### config.mk
export PLATFORM = sky130hd
export DESIGN_NAME = ready_flags
export DESIGN_NICKNAME = d
export VERILOG_FILES = /design/src/include/adc_status_pkg.sv /design/src/design/ready_flags.sv
export SDC_FILE = /design/constraint.sdc
export NUM_CORES = 1
export LEC_CHECK = 0
export BUFFER_PORTS_ARGS = -buffer_cell sky130_fd_sc_hd__buf_4
export CAP_MARGIN = 20
export CORE_AREA = 2 2 39 41
export DETAILED_ROUTE_END_ITERATION = 8
export DIE_AREA = 0 0 41 43
export PLACE_DENSITY = 0.53
export SYNTH_ARGS = -nofsm -noshare
export SYNTH_HDL_FRONTEND = slang
export SYNTH_SLANG_ARGS = --single-unit
### constraint.sdc
create_clock -name core_clk -period 1.01 [get_ports core_clk]
set_input_delay 0.202 -clock core_clk [delete_from_list [all_inputs] [get_ports core_clk]]
set_output_delay 0.202 -clock core_clk [all_outputs]
set_load 0.02 [all_outputs]
### src/include/adc_status_pkg.sv
// Purpose: shared constants and carriers for the converter status block
// Assumes: register port in the core clock domain, 24-bit register words
// Notes:   channel map bytes hold ch5..ch3 (high) and ch2..ch0 (low)
`default_nettype none
package adc_status_pkg;
  localparam int NUM_CH = 6;

  // register addresses on the register port
  localparam logic [4:0] ADDR_STAT   = 5'h00;
  localparam logic [4:0] ADDR_CTRL1  = 5'h01;
  localparam logic [4:0] ADDR_CHMAPH = 5'h06;
  localparam logic [4:0] ADDR_CHMAPL = 5'h07;
  localparam logic [4:0] ADDR_SEQ    = 5'h08;
  localparam logic [4:0] ADDR_DATA0  = 5'h0e;
  localparam logic [4:0] ADDR_DATA5  = 5'h13;

  // status word field positions
  localparam int STAT_IN_RESET_BIT = 22;
  localparam int STAT_READY_LSB    = 16;
  localparam int STAT_SCAN_CONFIG_ERROR_BIT  = 15;
  localparam int STAT_REFERENCE_PRESENT_BIT   = 14;
  localparam int STAT_CHANNEL_ORDER_ERROR_BIT   = 13;
  localparam int STAT_PINERR_BIT   = 12;
  localparam int STAT_CFGERR_BIT   = 11;

  // control field positions
  localparam int CTRL1_CAL_LSB    = 6;
  localparam int CTRL1_SINGLE_CYCLE_SELECT_BIT = 1;
  localparam int SEQ_MODE_LSB     = 3;

  // reset values
  localparam logic [23:0] STAT_RESET  = 24'h004000;
  localparam logic [7:0]  CTRL1_RESET = 8'h00;
  localparam logic [7:0]  SEQ_RESET   = 8'h00;
  localparam logic [23:0] CHMAP_RESET = 24'h000000;

  // encodings
  localparam logic [2:0] ORD_BAD_LOW  = 3'h0;
  localparam logic [2:0] ORD_BAD_HIGH = 3'h7;
  localparam logic [1:0] CAL_RESERVED = 2'h3;
  localparam logic [1:0] MODE_SCAN_A  = 2'h2;
  localparam logic [1:0] MODE_SCAN_B  = 2'h3;
  localparam logic [1:0] PWR_CONVERT  = 2'h0;
  localparam logic [1:0] PWR_SLEEP    = 2'h1;
  localparam logic [1:0] PWR_STANDBY  = 2'h2;

  // one channel map byte, bits 6..0
  typedef struct packed {
    logic [1:0] pin_sel;
    logic [2:0] order;
    logic       scan_en;
    logic       pin_en;
  } chan_cfg_t;

  typedef struct packed {
    logic scan;
    logic order;
    logic pin_map;
    logic general;
  } cfg_err_t;

  typedef struct packed {
    logic        rd;
    logic        wr;
    logic        rd_done;
    logic [4:0]  addr;
    logic [23:0] wdata;
  } reg_req_t;
endpackage
`default_nettype wire

### src/design/ready_flags.sv
// Purpose: per-channel result ready flags
// Assumes: result and read strobes are single-cycle pulses
// Notes:   a new result wins over a clear in the same cycle
`default_nettype none
module ready_flags (
  input  wire logic       core_clk,
  input  wire logic       reset,
  input  wire logic       scan_mode,
  input  wire logic       result_valid,
  input  wire logic [2:0] result_ch,
  input  wire logic       scan_start,
  input  wire logic       read_done,
  input  wire logic [2:0] read_ch,
  output logic      [5:0] ready_q
);
  for (genvar i = 0; i < adc_status_pkg::NUM_CH; i++) begin : g_flag
    logic set_now;
    logic clr_now;
    assign set_now = scan_mode && result_valid && (result_ch == 3'(i));
    assign clr_now = scan_start || (read_done && (read_ch == 3'(i)));
    always_ff @(posedge core_clk) begin
      if (reset) begin
        ready_q[i] <= 1'b0;
      end else if (set_now) begin
        ready_q[i] <= 1'b1;
      end else if (clr_now) begin
        ready_q[i] <= 1'b0;
      end
    end
  end
endmodule
`default_nettype wire

==> impl_results.md, run 1 <==
* Run status: finished, final reports clean
* Design area at 500 µm²
* CTS sink count at 6
* Inst Count DP at 63
* Rows at 14
* CP cell instances: buf_4
* Worst vdd ir at 0.000519 V
* Max FFs per register at 6
* Hold path depth at 3
* Power consumption at 0.000557 W
* WL met1 at 318 µm
* Hold Crit Start: read_ch[2]
* DR top layer: met4
* Dpl hpwl at 617 µm
* Post-Place Cell Area at 478 µm²
* Max-cap viol count at 0
* Fmax at 1.09 GHz
* Cells on worst reg2reg path at 1
* Global Route Usage Sum at 11.0%
* Hold EP: ready_q[0]$_SDFFE_PP0P_
* Die area at 1760 µm²
* Drt initial violations at 10
* Initial Utilization at 20.6%
* Multi-input gate area at 165 µm²
* Clk buf depth at 2
* RePlAce Congestion at 0.672
* Drt wl/cell at 11.8 µm
* Cell Area, Synth at 285 µm²
* Post-Route WL at 778 µm
* Largest regs: ready_q x6
* R2R setup slack at 0.37 ns
* Non-filler instance count after layout at 66
* CTS Hold Bufs at 0
* Area Overhead vs Synth at 75.4%
* DR WL met3 at 78 µm
* Global-route wire length before repair at 1240 µm
* Share of cells above drive strength 1 at 52.0%
* Crit path max-delay cell type: dfxtp_1
* Most flops, register: ready_q
* Synth warn at 0
* Fin nets at 64
* Crit Path Max Fanout at 2
* Clk_lat worst skew at 0.24 ns
* Sequential area share after synthesis at 42.1%
* DR WL met2 at 361 µm
* Slowest stage delay, CP at 0.33 ns
* Core ar. at 1380 µm²
* Reg-to-Reg End: ready_q[0]$_SDFFE_PP0P_
* Vias in the first global route at 323
* Netlist cell types at 9
* Root Buffer: clkbuf_4
* PD cells at 1110 nW/µm²
* Die height at 43 µm
* Num CTS Buffers at 3
* Post-CTS sizing at 0
* CP delay by family, top: flip-flops
* Min Tclk post-route at 0.915 ns
* Hold Crit Class: input pin to flop
* Count of input and output buffers at 17
* Synth Instances at 24
* Antenna-violating nets left at 0
* Yosys reg bits at 6
* Worst-path clk slew at 0.04 ns
* Largest net degree at the start of global routing at 7
* Net Count, Synth at 36
* DR vias at 327
* Finish-stage setup viols at 0
* Reg area at 120 µm²
* Share of the clock period used by the worst path after layout at 90.5%
* # fillers at 158
* Width of the die at 41 µm
* Clock Skews at 0 ns
* Leading cell type in the layout, fill and taps excluded: buf_4
* Worst slew pin tran at 0.260 ns
* Routed vias/inst at 4.95
* Most frequent cells in the layout: 23 x buf_4, 6 x a32o_1, 6 x dfxtp_1
* Lkg Pwr at 0.220 nW
* Slew headroom at 82.4%
* Worst Setup Start Kind: flop
* Drt pass-1 iters at 4
* WP data required at 0.81 ns
* Slew Viols, Final at 0
* Setup CP Type: flop to output pin
* Antenna Cells at 0
* RSZ-0062 raised after global routing: false
* CP endpoint kind: output pin
* IO Pins at 18
* Antenna violations before repair at 0
* CTS tree: built
* Avg Cell Area, Syn at 11.9 µm²
* WP buf/inv at 1
* GRT Residual Overflow at 0
* Residual DRC at 0
* Max H-tree Level at 1
* CP arrival at 0.71 ns
* Final hold violations at 0
* Launching point of the worst reg2reg path: ready_q[0]$_SDFFE_PP0P_
* Setup Buffers After CTS at 0
-- how the worst max path moves through the flow --
stage | slack, ns | from | cells past startpoint | to
floorplan | -0.03 | read_ch[1] | 2 | ready_q[0]$_SDFFE_PP0P_
global placement | -0.16 | read_ch[1] | 3 | ready_q[0]$_SDFFE_PP0P_
detailed placement | -0.15 | read_ch[1] | 3 | ready_q[0]$_SDFFE_PP0P_
CTS | 0.07 | ready_q[4]$_SDFFE_PP0P_ | 1 | ready_q[4]
global route | 0.05 | ready_q[2]$_SDFFE_PP0P_ | 1 | ready_q[2]
finish | 0.1 | ready_q[4]$_SDFFE_PP0P_ | 1 | ready_q[4]
-- cells by family after synthesis --
logic type | Yosys count | share of synthesized area, %
flip-flops | 6 | 42.1
AND/OR/NAND/NOR | 12 | 36.8
AO/OA/AOI/OAI | 6 | 21.1
-- synthesized netlist by cell type, drive strengths merged --
library cell | instances | area [µm²]
a32o | 6 | 60.1
dfxtp | 6 | 120
nand4bb | 3 | 33.8
and4b | 2 | 20.0
nand4b | 2 | 17.5
nor2 | 2 | 7.51
nor2b | 1 | 6.26
nor4bb | 1 | 10.0
or4b | 1 | 10.0
-- metrics by stage --
stage,util [%],hold slack [ns],TNS (ns),setup WS (ns)
after CTS,36.2,0.288,0,0.0712
after global placement,34.5,0.493,-0.160,-0.156
after detailed placement,34.5,0.500,-0.158,-0.154
final,36.2,0.300,0,0.0955
after floorplan,-,0.440,-0.0261,-0.0261
after global routing,36.2,0.313,0,0.0453
-- layout make-up --
type / count / area share [%]
repair buffers: 23 / 34.5
multi-input cells: 18 / 33.0
flip-flops and latches: 6 / 24.0
clock buffers: 3 / 4.50
well taps: 16 / 4.00
-- metal layers --
layer / up-vias / track usage, %
met5: - / 0
met1: 146 / 13.1
li1: 162 / -
met4: 0 / 14.0
met2: 17 / 14.1
met3: 2 / 1.57
-- where the power goes --
group / internal, W / switching, W / total, W
logic: 0.0000602 / 0.0000380 / 0.0000983
registers: 0.000241 / 0.00000178 / 0.000243
clock network: 0.000134 / 0.0000820 / 0.000216
total: 0.000436 / 0.000122 / 0.000557
(Power assumes the default switching activity.)
==> run 2: changes to the inputs <==
==> constraint.sdc (replaced) <==
create_clock -name core_clk -period 1.01 [get_ports core_clk]
set_input_delay 0.0505 -clock core_clk [delete_from_list [all_inputs] [get_ports core_clk]]
set_output_delay 0.0505 -clock core_clk [all_outputs]
set_load 0.02 [all_outputs]
==> run 2 against run 1 <==
Against the previous run: first-iteration DRC count decreased by 30%; die area unchanged; register-to-register slack about the same; sequential power about the same; hold slack got worse by 0.14 ns; global-route usage decreased by 0.69 points; combinational power decreased by 4.6%; maximum frequency increased by 15%; final area decreased by 3.0%; sequential share of layout area increased by 0.74 points.
==> impl_results.md, run 2 (synthesis gave the netlist of run 1 again) <==
* CTS Hold Bufs at 0 (unchanged)
* Num CTS Buffers at 3 (unchanged)
* IO Pins at 18 (unchanged)
* Initial Utilization at 20.6% (unchanged)
* Clk_lat worst skew at 0.24 ns (about the same)
* Run status: finished, final reports clean
* Crit Path Max Fanout at 2 (unchanged)
* Hold path depth at 3 (unchanged)
* DR vias at 317 (-3.1%)
* WP buf/inv at 1 (unchanged)
* Global-route wire length before repair at 1170 µm (-5.0%)
* Max FFs per register at 6 (unchanged)
* Largest net degree at the start of global routing at 7 (unchanged)
* Slew headroom at 74.0% (-8.5 points)
* Leading cell type in the layout, fill and taps excluded: buf_4
* Area Overhead vs Synth at 70.2%
* CP arrival at 0.93 ns (+0.22 ns)
* Antenna Cells at 0 (unchanged)
* Global Route Usage Sum at 10.3% (-0.69 points)
* Final hold violations at 0 (unchanged)
* CP endpoint kind: flop
* Setup CP Type: input pin to flop
* Inst Count DP at 61 (-3.2%)
* Hold Crit Class: input pin to flop
* Rows at 14 (unchanged)
* Max H-tree Level at 1 (unchanged)
* CP delay by family, top: simple AND/OR/NAND/NOR gates
* Drt pass-1 iters at 3 (-1)
* GRT Residual Overflow at 0 (unchanged)
* Clk buf depth at 2 (unchanged)
* WP data required at 1.14 ns (+0.33 ns)
* Root Buffer: clkbuf_4
* Design area at 485 µm² (-3.0%)
* RSZ-0062 raised after global routing: false
* Setup TNS at 0 ns (unchanged)
* Drt initial violations at 7 (-3)
* Power consumption at 0.000559 W (+0.31%)
* Worst-path clk slew at 0.05 ns (about the same)
* # fillers at 146 (-7.6%)
* Min Tclk post-route at 0.795 ns (-0.120 ns)
* Most flops, register: ready_q
* Post-Place Cell Area at 463 µm² (-3.1%)
* Die height at 43 µm (unchanged)
* Lkg Pwr at 0.210 nW (-4.8%)
* Routed vias/inst at 4.95 (about the same)
* Clock Skews at 0 ns (unchanged)
* Share of the clock period used by the worst path after layout at 78.7% (-12 points)
* Max-cap viol count at 0 (unchanged)
* Slew Viols, Final at 0 (unchanged)
* RePlAce Congestion at 0.674 (+0.31%)
* Drt wl/cell at 11.9 µm (+1.1%)
* Share of cells above drive strength 1 at 50.0% (-2.0 points)
* Vias in the first global route at 308 (-4.6%)
* Fin nets at 62 (-3.1%)
* Post-Route WL at 763 µm (-1.9%)
* Crit path depth at 3 (+2)
* CTS sink count at 6 (unchanged)
* Most frequent cells in the layout: 21 x buf_4, 6 x a32o_1, 6 x dfxtp_1
* Setup Buffers After CTS at 0 (unchanged)
* Slowest stage delay, CP at 0.51 ns (+0.18 ns)
* Worst Setup Start Kind: input pin
* Count of input and output buffers at 17 (unchanged)
* Crit path max-delay cell type: or4b_1
* PD cells at 1150 nW/µm² (+3.4%)
* Die area at 1760 µm² (unchanged)
* Residual DRC at 0 (unchanged)
* Non-filler instance count after layout at 64 (-3.0%)
* Post-CTS sizing at 0 (unchanged)
* Worst vdd ir at 0.000391 V (-25%)
* Cells on worst reg2reg path at 1 (unchanged)
* Post-Route Utilization at 35.1% (-1.1 points)
* Width of the die at 41 µm (unchanged)
* CP cell instances: buf_4, or4b_1, a32o_1
* Core ar. at 1380 µm² (unchanged)
* Finish-stage setup viols at 0 (unchanged)
* Antenna violations before repair at 0 (unchanged)
* Fmax at 1.26 GHz (+15%)
* Worst slew pin tran at 0.385 ns (+0.126 ns)
* Largest regs: ready_q x6
* Antenna-violating nets left at 0 (unchanged)
* CTS tree: built
-- run 2: final timing paths --
check,start,to,slack [ns]
setup / recovery,read_ch[1],ready_q[0]$_SDFFE_PP0P_,0.22
hold / removal,read_ch[2],ready_q[0]$_SDFFE_PP0P_,0.16
setup reg to reg,ready_q[3]$_SDFFE_PP0P_,ready_q[3]$_SDFFE_PP0P_,0.37
hold reg to reg,ready_q[4]$_SDFFE_PP0P_,ready_q[4]$_SDFFE_PP0P_,0.50
-- run 2: area by class of cell --
type,count,area (µm²),area share (%)
clock buffer,3,22.5,4.64
sequential,6,120,24.7
timing repair buffer,21,158,32.5
multi-input combinational,18,165,34.0
tap,16,20.0,4.12
-- run 2: stage by stage --
step,hold WS (ns),setup WS [ns]
floorplan,0.289,0.100
global placement,0.405,-0.0291
detailed placement,0.411,-0.0357
CTS,0.153,0.216
global route,0.164,0.186
finish,0.163,0.215
-- run 2: layer usage --
layer / global-route usage, % / up-vias / wire length, µm
li1: - / 157 / -
met3: 1.57 / 2 / 39
met4: 12.0 / 0 / 12
met5: 0 / - / 0
met2: 15.0 / 11 / 381
met1: 10.9 / 147 / 330
-- run 2: power breakdown --
group	internal, W	switching [W]
Clock	0.000135	0.0000879
Sequential	0.000241	0.00000187
Combinational	0.0000565	0.0000373
==> run 3: changes to the inputs <==
--- a/config.mk
+++ b/config.mk
@@ -10,7 +10,7 @@
 export CORE_AREA = 2 2 39 41
 export DETAILED_ROUTE_END_ITERATION = 8
 export DIE_AREA = 0 0 41 43
-export PLACE_DENSITY = 0.53
+export PLACE_DENSITY = 0.51
 export SYNTH_ARGS = -nofsm -noshare
 export SYNTH_HDL_FRONTEND = slang
 export SYNTH_SLANG_ARGS = --single-unit
==> constraint.sdc (replaced) <==
create_clock -name core_clk -period 0.8 [get_ports core_clk]
set_input_delay 0.04 -clock core_clk [delete_from_list [all_inputs] [get_ports core_clk]]
set_output_delay 0.04 -clock core_clk [all_outputs]
set_load 0.02 [all_outputs]
==> run 3 against run 2 <==
Against the previous run: utilization rose by 1.6 points; register-to-register slack got worse by 0.22 ns; clock power is 24% higher; die area unchanged; critical path type unchanged; largest cell class is now non-clock buffers; largest power group unchanged.
==> impl_results.md, run 3 (synthesis gave the netlist of run 1 again) <==
* Run status: finished, final reports clean
* Worst setup path startpoint: read_ch[1]
* Root Buffer: clkbuf_4
* Share of cells above drive strength 1 at 52.9% (+2.9 points)
* Antenna violations before repair at 0 (unchanged)
* CP endpoint kind: flop
* Global-route wire length before repair at 1220 µm (+4.1%)
* Initial Utilization at 20.6% (unchanged)
* Hold Crit Class: input pin to flop
* Most flops, register: ready_q
* Global Route Usage Sum at 11.2% (+0.83 points)
* Setup Buffers After CTS at 0 (unchanged)
* Max FFs per register at 6 (unchanged)
* R2R setup slack at 0.15 ns (-0.22 ns)
* Antenna-violating nets left at 0 (unchanged)
* Lkg Pwr at 0.225 nW (+7.3%)
* PD cells at 1390 nW/µm² (+21%)
* RePlAce Congestion at 0.743 (+10%)
* Residual DRC at 0 (unchanged)
* Die area at 1760 µm² (unchanged)
* Core ar. at 1380 µm² (unchanged)
* Drt pass-1 iters at 2 (-1)
* WP data required at 0.94 ns (-0.20 ns)
* CP arrival at 0.90 ns (-0.03 ns)
* Drt initial violations at 4 (-3)
* Clk_lat worst skew at 0.24 ns (about the same)
* Post-CTS sizing at 0 (unchanged)
* Largest net degree at the start of global routing at 7 (unchanged)
* Clk buf depth at 2 (unchanged)
* Max H-tree Level at 1 (unchanged)
* DR vias at 326 (+2.8%)
* CTS tree: built
* Worst Setup Start Kind: input pin
* Antenna Cells at 0 (unchanged)
* Most frequent cells in the layout: 24 x buf_4, 6 x a32o_1, 6 x dfxtp_1
* Setup CP Type: input pin to flop
* Worst-path clk slew at 0.05 ns (about the same)
* Post-Route Utilization at 36.7% (+1.6 points)
* Post-Route WL at 770 µm (+0.92%)
* Reg-to-Reg End: ready_q[0]$_SDFFE_PP0P_
* CTS Hold Bufs at 0 (unchanged)
* CTS sink count at 6 (unchanged)
* Setup TNS at 0 ns (unchanged)
* Crit Path Max Fanout at 2 (unchanged)
* GRT Residual Overflow at 0 (unchanged)
* RSZ-0062 raised after global routing: false
* Vias in the first global route at 333 (+8.1%)
* IO Pins at 18 (unchanged)
* Slew Viols, Final at 0 (unchanged)
* Power consumption at 0.000707 W (+27%)
* Launching point of the worst reg2reg path: ready_q[0]$_SDFFE_PP0P_
* Cells on worst reg2reg path at 1 (unchanged)
* Clock Skews at 0 ns (unchanged)
* Num CTS Buffers at 3 (unchanged)
* Drt wl/cell at 11.5 µm (-3.6%)
* Count of input and output buffers at 17 (unchanged)
* Min Tclk post-route at 0.766 ns
* Leading cell type in the layout, fill and taps excluded: buf_4
* Area Overhead vs Synth at 78.1%
* Worst Setup EP: ready_q[0]$_SDFFE_PP0P_
* Final hold violations at 0 (unchanged)
* Fmax at 1.31 GHz
* Finish-stage setup viols at 0 (unchanged)
* Die height at 43 µm (unchanged)
* Max-cap viol count at 0 (unchanged)
* Width of the die at 41 µm (unchanged)
* Hold path depth at 3 (unchanged)
* Routed vias/inst at 4.87 (-1.8%)
* Largest regs: ready_q x6
* Fin nets at 65 (+4.8%)
* Worst vdd ir at 0.000439 V (+12%)
* Share of the clock period used by the worst path after layout at 95.7%
* Rows at 14 (unchanged)
* Worst slew pin tran at 0.253 ns (-0.133 ns)
* Dpl hpwl at 658 µm
* Slew headroom at 82.9% (+9.0 points)
run 3: final cells by class:
| type | count | area [µm²] |
|---|---|---|
| clock buffers | 3 | 22.5 |
| fillers | 151 | 876 |
| multi-input cells | 18 | 165 |
| flip-flops and latches | 6 | 120 |
| well taps | 16 | 20.0 |
| repair buffers | 24 | 180 |
run 3: critical path, cell delays in order:
cell    delay (ns)
buf_4         0.11
or4b_1        0.52
a32o_1        0.23
run 3: routing by layer:
metal	routed length, µm	global-route usage (%)	vias to the layer above
met4	14	14.0	0
met1	286	9.39	149
li1	-	-	164
met5	0	0	-
met2	418	17.2	11
met3	52	3.14	2
run 3: how the worst min path moves through the flow:
stage / startpoint / end / slack (ns)
2_1_floorplan: read_done / ready_q[3]$_SDFFE_PP0P_ / 0.28
3_3_place_gp: read_ch[2] / ready_q[0]$_SDFFE_PP0P_ / 0.38
4_1_cts: read_ch[1] / ready_q[0]$_SDFFE_PP0P_ / 0.15
5_1_grt: read_ch[0] / ready_q[0]$_SDFFE_PP0P_ / 0.16
6_report: read_ch[1] / ready_q[0]$_SDFFE_PP0P_ / 0.15
3_5_place_dp: read_ch[1] / ready_q[0]$_SDFFE_PP0P_ / 0.40
run 3: report_power, final:
group          switching, W  internal (W)
clock network      0.000105      0.000169
logic             0.0000473     0.0000790
registers        0.00000220      0.000304
run 3: per-stage QoR:
stage	hold WS, ns	cell area [µm²]	instances	worst slack (ns)
after floorplan	0.278	285	24	-0.0741
after global placement	0.381	485	64	-0.199
after detailed placement	0.402	485	64	-0.220
after CTS	0.151	508	67	0.0315
after global routing	0.165	508	67	0.0177
final	0.152	508	67	0.0341
